**config.mk**
```make
export PLATFORM = sky130hd
export DESIGN_NAME = mdfp_top
export DESIGN_NICKNAME = d
export VERILOG_FILES = /design/src/include/mdfp_pkg.sv /design/src/mdfp_sync.sv /design/src/mdfp_top.sv
export SDC_FILE = /design/constraint.sdc
export NUM_CORES = 1
export LEC_CHECK = 0
export ABC_AREA = 0
export CAP_MARGIN = 10
export CORE_ASPECT_RATIO = 0.75
export CORE_MARGIN = 2
export CORE_UTILIZATION = 55
export CTS_CLUSTER_DIAMETER = 120
export CTS_CLUSTER_SIZE = 10
export DETAILED_ROUTE_END_ITERATION = 8
export DONT_BUFFER_PORTS = 1
export PLACE_DENSITY = 0.7
export SLEW_MARGIN = 20
export SYNTH_ARGS = -nofsm -noshare
export SYNTH_HDL_FRONTEND = slang
export SYNTH_SLANG_ARGS = --single-unit
export TNS_END_PERCENT = 100
```
**constraint.sdc**
```tcl
create_clock -name clock -period 11.6 [get_ports clock]
set_input_delay 1.16 -clock clock [delete_from_list [all_inputs] [get_ports clock]]
set_output_delay 1.16 -clock clock [all_outputs]
set_load 0.005 [all_outputs]
```
**src/include/mdfp_pkg.sv**
```systemverilog
// Purpose: constants and types of the motor driver fault protection
// Assumes: 125 MHz clock, APB register access, 32-bit data
// Notes: times are in ns, cycle counts are derived from them
package mdfp_pkg;

   // Clock and times
   localparam int CLK_NS        = 8;
   localparam int OCP_FILTER_NS = 3000;
   localparam int RETRY_NS      = 4000000;
   localparam int OL_SHORT_NS   = 200000;
   localparam int OL_LONG_NS    = 800000;
   localparam int OCP_FILTER_CYC = (OCP_FILTER_NS + CLK_NS - 1) / CLK_NS;
   localparam int RETRY_CYC      = (RETRY_NS + CLK_NS - 1) / CLK_NS;
   localparam int OL_SHORT_CYC   = (OL_SHORT_NS + CLK_NS - 1) / CLK_NS;
   localparam int OL_LONG_CYC    = (OL_LONG_NS + CLK_NS - 1) / CLK_NS;
   localparam int OCP_FILT_W     = 9;
   localparam int CNT_W          = 24;

   // Register map
   localparam int         APB_AW     = 8;
   localparam logic [7:0] OFF_CONFIG = 8'h00;
   localparam logic [7:0] OFF_CTRL   = 8'h04;
   localparam logic [7:0] OFF_STATUS = 8'h08;

   // Config fields and reset values
   localparam int         CFG_OCP_LSB  = 0;
   localparam int         CFG_MODE_LSB = 2;
   localparam int         CFG_PCHK_BIT = 4;
   localparam int         CFG_OLDY_BIT = 5;
   localparam logic [1:0] OCP_LATCH    = 2'h0;
   localparam logic [1:0] OCP_RETRY    = 2'h1;
   localparam logic [1:0] OCP_REPORT   = 2'h2;
   localparam logic [1:0] OCP_OFF      = 2'h3;
   localparam logic [1:0] MODE_INDEP   = 2'h2;
   localparam logic [1:0] OCP_MODE_RST = OCP_LATCH;
   localparam logic [1:0] MODE_RST     = 2'h0;

   // Control and status fields
   localparam int CTL_CLR_BIT  = 0;
   localparam int CTL_REQ_BIT  = 1;
   localparam int STS_FAULT    = 0;
   localparam int STS_UV       = 1;
   localparam int STS_PUMP     = 2;
   localparam int STS_OCP      = 3;
   localparam int STS_FET_LSB  = 4;
   localparam int STS_OL_LSB   = 8;
   localparam int STS_TEST     = 10;

   typedef enum logic [1:0] {
      OL_IDLE,
      OL_PULLUP,
      OL_PULLDOWN
   } mdfp_ol_state_t;

endpackage : mdfp_pkg

```
**src/mdfp_sync.sv**
```systemverilog
// Purpose: two-flop synchroniser for a vector of pin inputs
// Assumes: bits are independent levels
// Notes: first stage is read only by the second stage
`timescale 1ns/1ps
module mdfp_sync #(
   parameter int WIDTH = 1
)(
   input  wire logic             clock,
   input  wire logic             reset,
   input  wire logic [WIDTH-1:0] d,
   output logic      [WIDTH-1:0] q
);

   typedef struct packed {
      logic [WIDTH-1:0] meta;
      logic [WIDTH-1:0] held;
   } mdfp_sync_t;

   mdfp_sync_t st;
   mdfp_sync_t next_st;

   // Shift the pin levels one stage on
   always_comb begin
      next_st.meta = d;
      next_st.held = st.meta;
   end

   // Two stages, cleared on reset
   always_ff @(posedge clock or posedge reset) begin
      if (reset) begin
         st <= '0;
      end else begin
         st <= next_st;
      end
   end

   // Only the second stage leaves the module
   assign q = st.held;

endmodule : mdfp_sync

```
**src/mdfp_top.sv**
```systemverilog
// Purpose: fault protection and open-load test of an H-bridge driver
// Assumes: analog comparators and pins arrive asynchronously
// Notes: FET order is high1, low1, high2, low2
`timescale 1ns/1ps
module mdfp_top
   import mdfp_pkg::*;
#(
   parameter int RETRY_CYCLES    = RETRY_CYC,
   parameter int OL_SHORT_CYCLES = OL_SHORT_CYC,
   parameter int OL_LONG_CYCLES  = OL_LONG_CYC,
   parameter bit PIN_VARIANT     = 1'b0
)(
   input  wire logic              clock,
   input  wire logic              reset,
   input  wire logic              psel,
   input  wire logic              penable,
   input  wire logic              pwrite,
   input  wire logic [APB_AW-1:0] paddr,
   input  wire logic [31:0]       pwdata,
   output logic      [31:0]       prdata,
   output logic                   pready,
   output logic                   pslverr,
   input  wire logic              supply_undervoltage_lock,
   input  wire logic              pump_undervoltage,
   input  wire logic [3:0]        fet_overcurrent,
   input  wire logic [1:0]        pullup_open_comparator,
   input  wire logic [1:0]        pulldown_open_comparator,
   input  wire logic              disable_pin,
   input  wire logic              sleep_control_low,
   input  wire logic              open_load_disable_pin,
   input  wire logic              motor_energized,
   output logic      [1:0]        bridge_enable,
   output logic                   pump_enable,
   output logic      [1:0]        pullup_enable,
   output logic      [1:0]        pulldown_enable,
   output logic                   fault_indicator_low_out,
   output logic                   fault_indicator_low_oe
);

   typedef struct packed {
      logic                       pready;
      logic                       pslverr;
      logic [31:0]                prdata;
      logic [1:0]                 ocp_mode;
      logic [1:0]                 bridge_mode;
      logic                       pump_uv_check_off;
      logic                       open_load_long_delay;
      logic                       open_load_test_request;
      logic                       ol_pending;
      logic                       awake_d;
      logic                       uv_flag;
      logic                       pump_flag;
      logic                       ocp_flag;
      logic [3:0]                 fet_ocp_flag;
      logic [1:0]                 open_load_flag;
      logic [3:0][OCP_FILT_W-1:0] ocp_filt;
      logic [1:0]                 ocp_hold;
      logic [1:0][CNT_W-1:0]      retry_cnt;
      mdfp_ol_state_t             ol_state;
      logic [CNT_W-1:0]           ol_cnt;
      logic [1:0]                 pu_seen;
      logic [1:0]                 bridge_enable;
      logic                       pump_enable;
      logic [1:0]                 pullup_enable;
      logic [1:0]                 pulldown_enable;
      logic                       fault_out;
      logic                       fault_oe;
   } mdfp_state_t;

   mdfp_state_t      s;
   mdfp_state_t      next_s;
   logic [13:0]      sync_q;
   logic             uv_s;
   logic             pump_s;
   logic [3:0]       ocp_s;
   logic [1:0]       pu_s;
   logic [1:0]       pd_s;
   logic             dis_s;
   logic             awake_s;
   logic             olskip_s;
   logic             energ_s;
   logic             acc;
   logic             hit_cfg;
   logic             hit_ctl;
   logic             hit_sts;
   logic             wr_done;
   logic             wake;
   logic             clr;
   logic             req_wr;
   logic             pump_act;
   logic             indep;
   logic             ocp_on;
   logic [3:0]       ocp_evt;
   logic [1:0]       hb_evt;
   logic [1:0]       hb_cond;
   logic [1:0]       hold_eff;
   logic             ocp_ind;
   logic             abort;
   logic             start_ok;
   logic [1:0]       ol_set;
   logic [CNT_W-1:0] step;
   logic             drive_ok;
   logic [31:0]      rdata;

   // Pin and comparator synchroniser
   mdfp_sync #(
      .WIDTH (14)
   ) u_sync (
      .clock (clock),
      .reset (reset),
      .d     ({supply_undervoltage_lock, pump_undervoltage,
               fet_overcurrent, pullup_open_comparator,
               pulldown_open_comparator, disable_pin,
               sleep_control_low, open_load_disable_pin,
               motor_energized}),
      .q     (sync_q)
   );

   // Synchronised levels
   assign {uv_s, pump_s, ocp_s, pu_s, pd_s, dis_s, awake_s, olskip_s,
           energ_s} = sync_q;

   // Next-state logic
   always_comb begin
      next_s   = s;
      rdata    = '0;
      ocp_evt  = '0;
      ol_set   = '0;
      acc      = psel & penable;
      hit_cfg  = (paddr == OFF_CONFIG);
      hit_ctl  = (paddr == OFF_CTRL);
      hit_sts  = (paddr == OFF_STATUS);
      wr_done  = acc & s.pready & pwrite & ~s.pslverr;
      wake     = awake_s & ~s.awake_d;
      next_s.awake_d = awake_s;

      // APB slave, one wait state
      next_s.pready  = acc & ~s.pready;
      next_s.pslverr = acc & ~s.pready & ~(hit_cfg | hit_ctl | hit_sts);
      rdata[CFG_OCP_LSB +: 2]  = hit_cfg ? s.ocp_mode : 2'h0;
      rdata[CFG_MODE_LSB +: 2] = hit_cfg ? s.bridge_mode : 2'h0;
      rdata[CFG_PCHK_BIT] = hit_cfg & s.pump_uv_check_off;
      rdata[CFG_OLDY_BIT] = hit_cfg & s.open_load_long_delay;
      if (hit_ctl) begin
         rdata[CTL_REQ_BIT] = s.open_load_test_request;
      end
      if (hit_sts) begin
         rdata[STS_FAULT] = s.uv_flag | s.pump_flag | s.ocp_flag |
                            (|s.fet_ocp_flag) | (|s.open_load_flag) |
                            s.fault_oe;
         rdata[STS_UV]   = s.uv_flag;
         rdata[STS_PUMP] = s.pump_flag;
         rdata[STS_OCP]  = s.ocp_flag;
         rdata[STS_FET_LSB +: 4] = s.fet_ocp_flag;
         rdata[STS_OL_LSB +: 2]  = s.open_load_flag;
         rdata[STS_TEST] = (s.ol_state != OL_IDLE);
      end
      next_s.prdata = (acc & ~s.pready & ~pwrite) ? rdata : 32'h0;

      // Configuration writes
      if (wr_done & hit_cfg) begin
         next_s.ocp_mode    = pwdata[CFG_OCP_LSB +: 2];
         next_s.bridge_mode = pwdata[CFG_MODE_LSB +: 2];
         next_s.pump_uv_check_off    = pwdata[CFG_PCHK_BIT];
         next_s.open_load_long_delay = pwdata[CFG_OLDY_BIT];
      end
      clr    = (wr_done & hit_ctl & pwdata[CTL_CLR_BIT]) | wake;
      req_wr = wr_done & hit_ctl & pwdata[CTL_REQ_BIT];

      next_s.uv_flag = (s.uv_flag & ~(clr & ~uv_s)) | uv_s;
      pump_act = pump_s & ~s.pump_uv_check_off;
      next_s.pump_flag = (s.pump_flag & ~(clr & ~pump_act)) | pump_act;

      for (int f = 0; f < 4; f++) begin
         ocp_evt[f] = ocp_s[f] &
            (s.ocp_filt[f] == OCP_FILT_W'(OCP_FILTER_CYC - 1));
         if (!ocp_s[f]) begin
            next_s.ocp_filt[f] = '0;
         end else if (s.ocp_filt[f] != OCP_FILT_W'(OCP_FILTER_CYC)) begin
            next_s.ocp_filt[f] = s.ocp_filt[f] + 1'b1;
         end
      end

      indep   = (s.bridge_mode == MODE_INDEP);
      ocp_on  = (s.ocp_mode != OCP_OFF);
      hb_evt  = {ocp_evt[3] | ocp_evt[2], ocp_evt[1] | ocp_evt[0]};
      hb_cond = {ocp_s[3] | ocp_s[2], ocp_s[1] | ocp_s[0]};
      if (!indep) begin
         hb_evt  = {2{|ocp_evt}};
         hb_cond = {2{|ocp_s}};
      end
      if (!ocp_on) begin
         hb_evt = 2'h0;
      end

      next_s.ocp_flag = (s.ocp_flag & ~(clr & ~(|ocp_s))) | (|hb_evt);
      for (int f = 0; f < 4; f++) begin
         next_s.fet_ocp_flag[f] = (s.fet_ocp_flag[f] &
            ~(clr & ~ocp_s[f])) | (ocp_evt[f] & ocp_on);
      end

      // Shutdown hold per half-bridge
      for (int h = 0; h < 2; h++) begin
         if (hb_evt[h] && (s.ocp_mode == OCP_LATCH ||
                           s.ocp_mode == OCP_RETRY)) begin
            next_s.ocp_hold[h]  = 1'b1;
            next_s.retry_cnt[h] = CNT_W'(RETRY_CYCLES - 1);
         end else if (s.ocp_mode == OCP_RETRY) begin
            if (s.retry_cnt[h] != '0) begin
               next_s.retry_cnt[h] = s.retry_cnt[h] - 1'b1;
            end else if (!hb_cond[h]) begin
               next_s.ocp_hold[h] = 1'b0;
            end
         end else if (s.ocp_mode == OCP_LATCH) begin
            if (clr && !hb_cond[h]) begin
               next_s.ocp_hold[h] = 1'b0;
            end
         end else begin
            next_s.ocp_hold[h] = 1'b0;
         end
      end
      hold_eff = indep ? s.ocp_hold : {2{|s.ocp_hold}};
      ocp_ind  = (|s.ocp_hold) | ((s.ocp_mode == OCP_REPORT) & s.ocp_flag);

      // Open-load test sequencing
      step = s.open_load_long_delay ? CNT_W'(OL_LONG_CYCLES - 1)
                                    : CNT_W'(OL_SHORT_CYCLES - 1);
      abort = ~awake_s | energ_s | (~PIN_VARIANT & ~dis_s);
      start_ok = 1'b0;
      if (PIN_VARIANT) begin
         next_s.ol_pending = s.ol_pending | wake;
         if ((s.ol_pending | wake) && awake_s && s.ol_state == OL_IDLE) begin
            next_s.ol_pending = 1'b0;
            start_ok = ~olskip_s & ~energ_s;
         end
      end else begin
         start_ok = req_wr & awake_s & dis_s & ~energ_s &
                    (s.ol_state == OL_IDLE);
      end

      case (s.ol_state)
         OL_IDLE: begin
            if (start_ok) begin
               next_s.ol_state = OL_PULLUP;
               next_s.ol_cnt   = step;
               next_s.open_load_test_request = 1'b1;
            end
         end
         OL_PULLUP: begin
            if (abort) begin
               next_s.ol_state = OL_IDLE;
               next_s.open_load_test_request = 1'b0;
            end else if (s.ol_cnt == '0) begin
               next_s.pu_seen  = pu_s;
               next_s.ol_state = OL_PULLDOWN;
               next_s.ol_cnt   = step;
            end else begin
               next_s.ol_cnt = s.ol_cnt - 1'b1;
            end
         end
         OL_PULLDOWN: begin
            if (abort) begin
               next_s.ol_state = OL_IDLE;
               next_s.open_load_test_request = 1'b0;
            end else if (s.ol_cnt == '0) begin
               ol_set = s.pu_seen & pd_s;
               next_s.ol_state = OL_IDLE;
               next_s.open_load_test_request = 1'b0;
            end else begin
               next_s.ol_cnt = s.ol_cnt - 1'b1;
            end
         end
         default: begin
            next_s.ol_state = OL_IDLE;
         end
      endcase

      next_s.open_load_flag = (s.open_load_flag & ~{2{clr}}) | ol_set;

      next_s.fault_out = 1'b0;
      next_s.fault_oe  = awake_s & (uv_s | pump_act | ocp_ind |
                                    (|s.open_load_flag) | (|ol_set));
      drive_ok = awake_s & ~uv_s & ~pump_act & ~dis_s &
                 (s.ol_state == OL_IDLE) & (next_s.ol_state == OL_IDLE);
      next_s.bridge_enable = {2{drive_ok}} & ~hold_eff;
      next_s.pump_enable     = awake_s & ~uv_s;
      next_s.pullup_enable   = {2{next_s.ol_state == OL_PULLUP}};
      next_s.pulldown_enable = {2{next_s.ol_state == OL_PULLDOWN}};
   end

   // State register
   always_ff @(posedge clock or posedge reset) begin
      if (reset) begin
         s             <= '0;
         s.ocp_mode    <= OCP_MODE_RST;
         s.bridge_mode <= MODE_RST;
         s.ol_pending  <= 1'b1;
         s.ol_state    <= OL_IDLE;
      end else begin
         s <= next_s;
      end
   end

   // Outputs straight from state
   assign prdata                  = s.prdata;
   assign pready                  = s.pready;
   assign pslverr                 = s.pslverr;
   assign bridge_enable           = s.bridge_enable;
   assign pump_enable             = s.pump_enable;
   assign pullup_enable           = s.pullup_enable;
   assign pulldown_enable         = s.pulldown_enable;
   assign fault_indicator_low_out = s.fault_out;
   assign fault_indicator_low_oe  = s.fault_oe;

endmodule : mdfp_top

```
==> parameters.txt, run 1 <==
Parameter                              Value

Die
  Starting density of the core    56.5%
  Overall die width    153 um
  Rows    40
  DIE HEIGHT    115 um
  I/O pin count    102
  Die Footprint    0.0176 sq mm
  Core ar.    0.0161 sq mm

Timing
  Final clock skew    0.0102 ns
  Hold Vio Cnt, Final    0
  Setup repair after global routing missed its margin    false
  Relative max-transition margin    25.5%
  Max-slew violation count    0
  Minimum hold slack    0.347 ns
  Least-Margin Pin Slew    1.11 ns
  Setup-failing EPs final    0
  TNS Setup    0 ns
  Minimum period implied by the final worst setup slack    3.73 ns
  Fmax    0.268 GHz
  Final critical-path share of the clock period    32.1%

Global routing
  First-pass GRT wire length    32600 um
  Vias in the first global route    6308
  Total Routing Usage GR    23.1%
  Maximum number of pins on one net before global-route repair    112
  Total gr overflow    0
  Number of antenna violations at the first check in global routing    2

Worst hold path
  End point of the worst hold path    u_sync.q[0]$_DFF_PP0_
  Startpoint of the most critical hold path    u_sync.next_st[0]$_DFF_PP0_
  Cell depth of the worst min-delay path    0
  Type of the worst min-delay path    flop to flop

Routing
  Via total after detailed routing    6871
  Iteration-0 DRC Markers    625
  Residual DRC    0
  Routed wire length    19500 um
  Average wire per standard cell    17.0 um
  DRT antenna net count    0
  Pre-antenna DRT Iters    5
  Vias per cell    5.99

Worst setup path
  Number of cell instances on the worst register-to-register path    8
  CP required    11.94 ns
  Register-to-register setup slack    8.37 ns
  Destination of the worst register-to-register timing path    s[20]$_DFFE_PP0P_
  Setup crit end kind    flop
  WP data arrival    4.06 ns
  Slowest cell on the critical path    sky130_fd_sc_hd__nor2_1
  Critical R2R Launch    s[11]$_DFFE_PP0P_
  Critical Path Fanout Max    13
  Family of cells with the greatest summed delay on the critical path    simple AND/OR/NAND/NOR gates
  Chain of cells forming the critical path    or4_1 > nor4_2 > a41oi_2 > nor2_1 > o211ai_1 > o211ai_1
  Crit path top cell by count    sky130_fd_sc_hd__o211ai_1
  Slowest Stage Delay on Critical Path    0.70 ns
  Nature of the critical path startpoint    primary input
  Worst Path Buf+Inv    0
  Worst Path Class, Setup    primary input to flop

Pwr
  Standby leakage power    0.00448 uW
  Peak supply drop    0.0839 mV
  Final Total Pwr    1250 uW
  Areal power density over the cells    128 mW/mm^2

Synthesis
  Most common cell in the synthesized netlist    sky130_fd_sc_hd__dfrtp_1
  Share of synthesized flip-flops with an asynchronous set or reset    100%
  Number of flops mapped to enable cells by yosys    0
  Yosys cell types    68
  Synth area leaders    sky130_fd_sc_hd__dfrtp_1 (48%), sky130_fd_sc_hd__xnor2_1 (3.9%), sky130_fd_sc_hd__o21ai_0 (3.4%), sky130_fd_sc_hd__buf_4 (3.2%), sky130_fd_sc_hd__nand2_1 (3.2%)
  Cell type with the highest aggregate area in the netlist    sky130_fd_sc_hd__dfrtp_1
  Number of warnings issued by yosys    0
  Gate Count Post-Synth    947
  Area of the mapped netlist    0.00911 sq mm
  Sequential share of the synthesized area    48.4%
  Synthesis-stage register bit count    176
  Share of Yosys cell area claimed by the top area cell type    48.4%
  Synth cell count leaders    sky130_fd_sc_hd__dfrtp_1 (176), sky130_fd_sc_hd__nand2_1 (78), sky130_fd_sc_hd__nor2_1 (67), sky130_fd_sc_hd__o21ai_0 (61), sky130_fd_sc_hd__nand3_1 (42)
  Primary flip-flop cell chosen by synthesis mapping    sky130_fd_sc_hd__dfrtp_1
  Mean cell area of the mapped netlist    9.62 sq um

Clocking
  PostCTS Resize Cnt    0
  CTS clock-pin slew for the worst setup and hold paths    0.07 ns
  Clock latency reported for the late side of the worst-skew pair    0.43 ns
  Clock tree buffer depth    2
  Post-CTS Setup Bufs    0
  Number of buffers created by CTS    17
  Hold-fix buffers at CTS    0
  Clock sinks    176
  CTS tree    yes
  Root Buffer Master    sky130_fd_sc_hd__clkbuf_16
  Number of levels the H-tree was split into    4

Placed design
  Estimated wirelength of the detail-placed design    13400 um
  Final weighted congestion in routability-driven placement    0.848
  Port Buf Inserts    0

Flow run
  Maxcap violations    0

Status
  Result of the run    complete, no violations

Cells and area
  Signed area change from the synthesized netlist to the final layout    6.51%
  Fraction of layout cells with a size suffix above 1    7.38%
  Final-stage net count    997
layer usage:
metal | global-route usage [%] | routed length (um) | share of wire [%]
met1 | 35.8 | 9670 | 49
met2 | 32.3 | 8230 | 42
met3 | 5.50 | 1330 | 6.8
met4 | 6.60 | 309 | 1.6
met5 | 0 | 0 | 0
placed cells by master (no fill, tap or decap), types with 22 or more instances in the layout:
cell type                   n
sky130_fd_sc_hd__a21oi_1   38
sky130_fd_sc_hd__and2_1    33
sky130_fd_sc_hd__conb_1    22
sky130_fd_sc_hd__dfrtp_1  176
sky130_fd_sc_hd__inv_1     30
sky130_fd_sc_hd__nand2_1   78
sky130_fd_sc_hd__nand3_1   42
sky130_fd_sc_hd__nor2_1    67
sky130_fd_sc_hd__nor3_1    29
sky130_fd_sc_hd__nor4_1    27
sky130_fd_sc_hd__o21ai_0   61
sky130_fd_sc_hd__or3_1     24
sky130_fd_sc_hd__xnor2_1   41
state kept, by name (all words and copies together), names as in the netlist, 2 cells and up:
register / flops
u_sync.next_st: 13
u_sync.q: 13
prdata: 11
bridge_enable: 2
s: 131
cells by family (layout without fill, tap and decap cells):
group,Yosys count,in the layout,share of synthesized area (%)
XOR/XNOR,53,53,5.10
buffers and inverters,102,69,6.13
AO/OA/AOI/OAI,190,190,13.1
AND/OR/NAND/NOR,399,399,23.9
multiplexers,10,10,1.14
flip-flops,176,176,48.4
other,1,24,0.0412
adder cells (fa/ha/maj),16,16,2.20
worst max-delay path by stage:
stage | startpoint | endpoint | slack, ns | depth (start not counted)
2_1_floorplan | reset | bridge_enable[0]$_DFF_PP0_ | 5.67 | 1
3_3_place_gp | paddr[1] | s[21]$_DFFE_PP0P_ | 7.39 | 6
3_5_place_dp | paddr[1] | s[20]$_DFFE_PP0P_ | 7.33 | 6
4_1_cts | paddr[1] | s[20]$_DFFE_PP0P_ | 7.76 | 6
5_1_grt | paddr[1] | s[20]$_DFFE_PP0P_ | 7.65 | 6
6_report | paddr[1] | s[20]$_DFFE_PP0P_ | 7.87 | 6
where the power goes:
group          total (uW)  internal, uW  switching [uW]
Clock                 576           323             253
Sequential            635           624            11.1
Combinational        34.6          10.9            23.7
per-stage QoR:
step / setup slack, ns / instance area, sq um / utilization, % / instances
after global routing: 7.65 / 9690 / 60.2 / 1145
after detailed placement: 7.33 / 9060 / 56.2 / 1112
after global placement: 7.39 / 9060 / 56.2 / 1112
after CTS: 7.76 / 9650 / 59.9 / 1144
after floorplan: 5.67 / 9190 / - / 968
final: 7.87 / 9700 / 60.2 / 1147
cell type report:
class	instances	area, sq um
Antenna cell	2	5.00
Clock buffer	20	437
Clock inverter	12	149
Fill cell	1360	6420
Inverter	31	121
Multi-Input combinational cell	690	4260
Sequential cell	176	4400
Tap cell	210	263
Timing Repair Buffer	6	65.1
Note: power is estimated with default switching activity, not from simulation.
==> run 2, diff against run 1 <==
--- a/config.mk
+++ b/config.mk
@@ -14,7 +14,7 @@
 export CTS_CLUSTER_SIZE = 10
 export DETAILED_ROUTE_END_ITERATION = 8
 export DONT_BUFFER_PORTS = 1
-export PLACE_DENSITY = 0.7
+export PLACE_DENSITY = 0.73
 export SLEW_MARGIN = 20
 export SYNTH_ARGS = -nofsm -noshare
 export SYNTH_HDL_FRONTEND = slang
==> constraint.sdc (replaced) <==
create_clock -name clock -period 3.1 [get_ports clock]
set_input_delay 0.31 -clock clock [delete_from_list [all_inputs] [get_ports clock]]
set_output_delay 0.31 -clock clock [all_outputs]
set_load 0.005 [all_outputs]
==> run 2 against run 1 <==
  * Combinational power grew to 4.5 times the previous value
  * Largest power group unchanged
  * Sequential power rose to 3.7 times the previous value
  * Die area did not move
  * Final area is 3.8% higher
  * Clock-buffer cell count shrank 2
==> parameters.txt, run 2 (synthesized netlist as in run 1, its figures left out) <==
Parameter                              Value

Global routing
  Number of antenna violations at the first check in global routing    3 (was 2)
  Vias in the first global route    6406 (was 6308)
  First-pass GRT wire length    33000 um (was 32600 um)
  Maximum number of pins on one net before global-route repair    65 (was 112)
  Total Routing Usage GR    23.3% (was 23.1%)
  Total gr overflow    0 (unchanged)

Clocking
  Number of levels the H-tree was split into    4 (unchanged)
  Clock tree buffer depth    2 (unchanged)
  Post-CTS Setup Bufs    0 (unchanged)
  CTS clock-pin slew for the worst setup and hold paths    0.07 ns (about the same)
  Number of buffers created by CTS    17 (unchanged)
  Clock latency reported for the late side of the worst-skew pair    0.44 ns (was 0.43 ns)
  Clock sinks    176 (unchanged)
  CTS tree    yes (unchanged)
  Root Buffer Master    sky130_fd_sc_hd__clkbuf_16 (unchanged)

Worst hold path
  Type of the worst min-delay path    primary input to flop (was flop to flop)
  Startpoint of the most critical hold path    pwdata[0] (was u_sync.next_st[0]$_DFF_PP0_)

Timing
  Hold Vio Cnt, Final    0 (unchanged)
  Final clock skew    0.00936 ns (was 0.0102 ns)
  Fmax    0.345 GHz
  Least-Margin Pin Slew    0.912 ns (was 1.11 ns)
  Final critical-path share of the clock period    93.5%
  Setup-failing EPs final    0 (unchanged)
  Setup repair after global routing missed its margin    false (unchanged)
  TNS Setup    0 ns (unchanged)
  Relative max-transition margin    38.9% (was 25.5%)
  Minimum period implied by the final worst setup slack    2.90 ns
  Max-slew violation count    0 (unchanged)

Die
  Die Footprint    0.0176 sq mm (unchanged)
  Starting density of the core    56.5% (unchanged)
  Rows    40 (unchanged)
  DIE HEIGHT    115 um (unchanged)
  I/O pin count    102 (unchanged)
  Core ar.    0.0161 sq mm (unchanged)
  Overall die width    153 um (unchanged)

Routing
  Iteration-0 DRC Markers    572 (was 625)
  Average wire per standard cell    16.5 um (was 17.0 um)
  Vias per cell    5.92 (was 5.99)
  Pre-antenna DRT Iters    5 (unchanged)
  Residual DRC    0 (unchanged)
  DRT antenna net count    0 (unchanged)
  Routed wire length    19600 um (was 19500 um)
  Via total after detailed routing    7040 (was 6871)

Placed design
  Final weighted congestion in routability-driven placement    0.896 (was 0.848)
  Estimated wirelength of the detail-placed design    13600 um (was 13400 um)
  Inst Count DP    1139 (was 1112)
  Port Buf Inserts    0 (unchanged)

Worst setup path
  CP required    3.45 ns (was 11.94 ns)
  Chain of cells forming the critical path    inv_1 > ha_1 > or3b_2 > or3_1 > or4_4 > or4_1 > o31ai_1 (was or4_1 > nor4_2 > a41oi_2 > nor2_1 > o211ai_1 > o211ai_1)
  Family of cells with the greatest summed delay on the critical path    simple AND/OR/NAND/NOR gates (unchanged)
  Nature of the critical path startpoint    flop (was primary input)
  Worst Path Buf+Inv    1 (was 0)
  Worst Path Class, Setup    flop to flop (was primary input to flop)
  Slowest cell on the critical path    sky130_fd_sc_hd__or3_1 (was sky130_fd_sc_hd__nor2_1)
  WP data arrival    3.25 ns (was 4.06 ns)
  Setup crit end kind    flop (unchanged)
  Critical R2R Launch    s[37]$_DFFE_PP0P_ (was s[11]$_DFFE_PP0P_)
  Slowest Stage Delay on Critical Path    0.51 ns (was 0.70 ns)
  First element of the critical path    s[37]$_DFFE_PP0P_ (was paddr[1])
  Critical Path Fanout Max    7 (was 13)

Cells and area
  Most common cell after layout, fill and taps aside    sky130_fd_sc_hd__dfrtp_1 (unchanged)
  Flip-flop count of the largest register, all copies and words added    131 (unchanged)
  Fraction of layout cells with a size suffix above 1    9.71% (was 7.38%)
  Non-filler cells in the finished layout    1189 (was 1147)
  Register bank with the most flops    s (unchanged)
  Signed area change from the synthesized netlist to the final layout    10.6% (was 6.51%)
  Final-stage net count    1040 (was 997)
  Commonest cells after routing, fill and taps aside    sky130_fd_sc_hd__dfrtp_1 (176), sky130_fd_sc_hd__nand2_1 (78), sky130_fd_sc_hd__nor2_1 (66) (was sky130_fd_sc_hd__dfrtp_1 (176), sky130_fd_sc_hd__nand2_1 (78), sky130_fd_sc_hd__nor2_1 (67))

Status
  Result of the run    complete, no violations (unchanged)

Pwr
  Areal power density over the cells    468 mW/mm^2 (was 128 mW/mm^2)
  Peak supply drop    0.334 mV (was 0.0839 mV)
  Standby leakage power    0.00469 uW (was 0.00448 uW)

Flow run
  Maxcap violations    0 (unchanged)
[run 2: timing repair]
action | 4_1_cts | 5_1_grt
endpoints found under the setup margin | 0 | 2
hold endpoints to repair | 55 | 0
hold buffers | 17 | 0
gates resized for setup | 0 | 1
[run 2: cell type report]
class	count	area, sq um
clock buffers	18	439
flip-flops and latches	176	4400
well taps	210	263
inverters	31	120
fillers	1294	6050
clock inverters	14	165
multi-input cells	690	4240
repair buffers	49	435
diodes	1	2.50
[run 2: where the power goes]
part | internal [uW] | switching (uW) | leakage, uW
clock network | 1170 | 1000 | 0.000294
registers | 2330 | 38.7 | 0.00235
logic | 59.1 | 96.7 | 0.00205
[run 2: worst paths after layout]
kind / end / slack [ns] / depth (start not counted)
max: s[51]$_DFFE_PP0P_ / 0.20 / 7
min in group asynchronous: u_sync.next_st[7]$_DFF_PP0_ / 0.53 / 2
min reg2reg: u_sync.q[3]$_DFF_PP0_ / 0.35 / 0
max reg2reg: s[51]$_DFFE_PP0P_ / 0.20 / 7
max in group asynchronous: s[74]$_DFFE_PP0P_ / 1.76 / 3
min: s[139]$_DFFE_PP0P_ / 0.008 / 2
[run 2: layer usage]
layer | vias to the layer above | wire length, um | track usage [%]
met3 | 32 | 1320 | 5.68
met1 | 3408 | 9740 | 35.4
met2 | 210 | 8230 | 33.1
li1 | 3386 | - | -
met4 | 4 | 317 | 6.91
met5 | - | 30 | 0
[run 2: through the flow]
| step | area, sq um | hold slack [ns] | util, % | setup slack (ns) | power [uW] |
|---|---|---|---|---|---|
| 3_5_place_dp | 9290 | 0.336 | 57.6 | 0.205 | 2560 |
| 3_3_place_gp | 9290 | 0.332 | 57.6 | 0.276 | 2550 |
| 4_1_cts | 10100 | 0.00232 | 62.4 | 0.189 | 4740 |
| 5_1_grt | 10100 | 0.00582 | 62.5 | 0.0643 | 4870 |
| 6_report | 10100 | 0.00766 | 62.5 | 0.200 | 4710 |
| 2_1_floorplan | 9190 | 0.331 | - | 0.366 | 2530 |
==> run 3, diff against run 2 <==
--- a/config.mk
+++ b/config.mk
@@ -14,7 +14,7 @@
 export CTS_CLUSTER_SIZE = 10
 export DETAILED_ROUTE_END_ITERATION = 8
 export DONT_BUFFER_PORTS = 1
-export PLACE_DENSITY = 0.73
+export PLACE_DENSITY_LB_ADDON = 0.25
 export SLEW_MARGIN = 20
 export SYNTH_ARGS = -nofsm -noshare
 export SYNTH_HDL_FRONTEND = slang
==> run 3 against run 2 <==
  * First-iteration DRC count increased by 5.6%
  * Fmax about the same
  * Power increased by 2.0%
  * Global-route usage increased by 0.27 points
  * Critical path depth increased by 1
  * Sequential power about the same
  * Flip-flop and latch count unchanged
  * Clock-buffer cell count decreased by 1
  * Register-to-register slack about the same
  * Final area increased by 0.50%
  * Clock skew increased by 0.0014 ns
  * Highest routed layer is now met4
==> parameters.txt, run 3 (synthesized netlist as in run 1, its figures left out) <==
Parameter                              Value

Cells and area
  Final-stage net count    1044 (was 1040)
  Count of inserted antenna diode cells    0 (was 1)
  Flip-flop count of the largest register, all copies and words added    131 (unchanged)
  Most common cell after layout, fill and taps aside    sky130_fd_sc_hd__dfrtp_1 (unchanged)
  Commonest cells after routing, fill and taps aside    sky130_fd_sc_hd__dfrtp_1 (176), sky130_fd_sc_hd__nand2_1 (78), sky130_fd_sc_hd__nor2_1 (67) (was sky130_fd_sc_hd__dfrtp_1 (176), sky130_fd_sc_hd__nand2_1 (78), sky130_fd_sc_hd__nor2_1 (66))
  Number of filler cells placed in the layout    1335 (was 1294)
  Fraction of layout cells with a size suffix above 1    9.78% (was 9.71%)
  Post-layout utilization of the core    62.8% (was 62.5%)
  Register bank with the most flops    s (unchanged)
  Signed area change from the synthesized netlist to the final layout    11.1% (was 10.6%)

Clocking
  CTS tree    yes (unchanged)
  CTS clock-pin slew for the worst setup and hold paths    0.07 ns (about the same)
  Number of levels the H-tree was split into    4 (unchanged)
  Number of buffers created by CTS    17 (unchanged)
  Root Buffer Master    sky130_fd_sc_hd__clkbuf_16 (unchanged)
  Clock tree buffer depth    2 (unchanged)
  Clock sinks    176 (unchanged)
  PostCTS Resize Cnt    0 (unchanged)
  Clock latency reported for the late side of the worst-skew pair    0.44 ns (about the same)

Pwr
  Fraction of power spent switching nets    23.1% (was 24.2%)
  Portion of total power attributed to the clock network    47.3% (was 46.3%)
  Switching power total    1110 uW (was 1140 uW)
  Logic gate share of total power    3.4% (was 3.3%)
  Areal power density over the cells    475 mW/mm^2 (was 468 mW/mm^2)
  Power share of the sequential group    49.4% (was 50.4%)
  Peak supply drop    0.336 mV (was 0.334 mV)
  Cell internal power dissipation    3690 uW (was 3570 uW)
  Standby leakage power    0.00472 uW (was 0.00469 uW)

Worst setup path
  Destination of the worst register-to-register timing path    s[15]$_DFFE_PP0P_ (was s[51]$_DFFE_PP0P_)
  WP data arrival    3.25 ns (about the same)
  CP required    3.45 ns (about the same)
  Critical R2R Launch    s[11]$_DFFE_PP0P_ (was s[37]$_DFFE_PP0P_)
  Number of cell instances on the worst register-to-register path    8 (was 7)
  Register-to-register setup slack    0.20 ns (about the same)
  Critical Path Fanout Max    16 (was 7)
  Worst Path Class, Setup    flop to flop (unchanged)
  Setup crit end kind    flop (unchanged)
  Nature of the critical path startpoint    flop (unchanged)

Timing
  Fmax    0.345 GHz (about the same)
  Setup repair after global routing missed its margin    false (unchanged)
  Final clock skew    0.0108 ns (was 0.00936 ns)
  Max-slew violation count    0 (unchanged)
  Least-Margin Pin Slew    0.871 ns (was 0.912 ns)
  Setup-failing EPs final    0 (unchanged)
  Final critical-path share of the clock period    93.6% (was 93.5%)
  Minimum hold slack    0.0269 ns (was 0.00766 ns)
  TNS Setup    0 ns (unchanged)
  Minimum period implied by the final worst setup slack    2.90 ns (about the same)
  Relative max-transition margin    41.7% (was 38.9%)
  Hold Vio Cnt, Final    0 (unchanged)

Routing
  DRT antenna net count    0 (unchanged)
  Iteration-0 DRC Markers    604 (was 572)
  Routed wire length    19900 um (was 19600 um)
  Pre-antenna DRT Iters    5 (unchanged)
  Residual DRC    0 (unchanged)
  Via total after detailed routing    7010 (was 7040)
  Average wire per standard cell    16.7 um (was 16.5 um)
  Vias per cell    5.88 (was 5.92)

Status
  Result of the run    complete, no violations (unchanged)

Die
  DIE HEIGHT    115 um (unchanged)
  I/O pin count    102 (unchanged)
  Core ar.    0.0161 sq mm (unchanged)
  Starting density of the core    56.5% (unchanged)
  Overall die width    153 um (unchanged)
  Rows    40 (unchanged)
  Die Footprint    0.0176 sq mm (unchanged)

Global routing
  Total gr overflow    0 (unchanged)
  Maximum number of pins on one net before global-route repair    74 (was 65)
  Total Routing Usage GR    23.5% (was 23.3%)
  First-pass GRT wire length    32900 um (was 33000 um)
  Vias in the first global route    6359 (was 6406)
  Number of antenna violations at the first check in global routing    0 (was 3)

Worst hold path
  Startpoint of the most critical hold path    pwdata[2] (was pwdata[0])
  Cell depth of the worst min-delay path    1 (was 2)
  Type of the worst min-delay path    primary input to flop (unchanged)
  End point of the worst hold path    s[137]$_DFFE_PP0P_ (was s[139]$_DFFE_PP0P_)

Placed design
  Final weighted congestion in routability-driven placement    0.960 (was 0.896)
  Estimated wirelength of the detail-placed design    14000 um (was 13600 um)
  Port Buf Inserts    0 (unchanged)

Flow run
  Maxcap violations    0 (unchanged)
run 3: stage by stage:
stage                     total power [uW]  setup slack [ns]  instance area, sq um  cells
final                                 4800             0.198                 10100   1192
after global routing                  4980            0.0277                 10100   1192
after CTS                             4850             0.207                 10100   1191
after detailed placement              2560             0.261                  9300   1141
after global placement                2550             0.281                  9300   1141
after floorplan                       2530             0.366                  9190    968
run 3: worst max path at each step:
stage / cells after the start / slack, ns / start / end
floorplan: 11 / 0.37 / s[37]$_DFFE_PP0P_ / s[50]$_DFFE_PP0P_
CTS: 8 / 0.21 / s[11]$_DFFE_PP0P_ / s[15]$_DFFE_PP0P_
detailed placement: 7 / 0.26 / s[37]$_DFFE_PP0P_ / s[51]$_DFFE_PP0P_
global placement: 7 / 0.28 / s[37]$_DFFE_PP0P_ / s[51]$_DFFE_PP0P_
finish: 8 / 0.20 / s[11]$_DFFE_PP0P_ / s[15]$_DFFE_PP0P_
global route: 8 / 0.03 / s[11]$_DFFE_PP0P_ / s[18]$_DFFE_PP0P_
run 3: per-layer routing:
metal  up-vias  GRT usage (%)  part of all wire (%)
met5         -              0                     0
met4         0           6.11                  0.98
met3        16           5.76                   6.2
met2       201           34.2                    43
met1      3403           35.6                    50
li1       3390              -                     -
run 3: worst max-delay path, stage by stage (launching register included):
cell and delay [ns]:
sky130_fd_sc_hd__dfrtp_1 0.43, sky130_fd_sc_hd__inv_1 0.12, sky130_fd_sc_hd__ha_1 0.15, sky130_fd_sc_hd__or4b_1 0.49
sky130_fd_sc_hd__or4_4 0.52, sky130_fd_sc_hd__nor4_4 0.31, sky130_fd_sc_hd__or2_1 0.49, sky130_fd_sc_hd__o21ai_0 0.20
sky130_fd_sc_hd__o21ai_0 0.12
run 3: power by group through the flow:
stage,clock network [uW],logic (uW),registers [uW]
CTS,2320,163,2370
finish,2270,161,2370
floorplan,0,131,2400
global route,2420,187,2380
global placement,0,140,2410
detailed placement,0,144,2410
run 3: timing repair:
item / in CTS / in global routing
hold endpoints to repair: 47 / 1
buffers inserted: 0 / 0
hold buffers: 18 / 1
run 3: layout make-up:
type / count / area, sq um / share of cell area [%]
inverters: 31 / 120 / 1.19
clock inverters: 15 / 199 / 1.97
flip-flops and latches: 176 / 4400 / 43.5
well taps: 210 / 263 / 2.60
repair buffers: 53 / 470 / 4.65
multi-input cells: 690 / 4240 / 41.9
clock buffers: 17 / 425 / 4.20
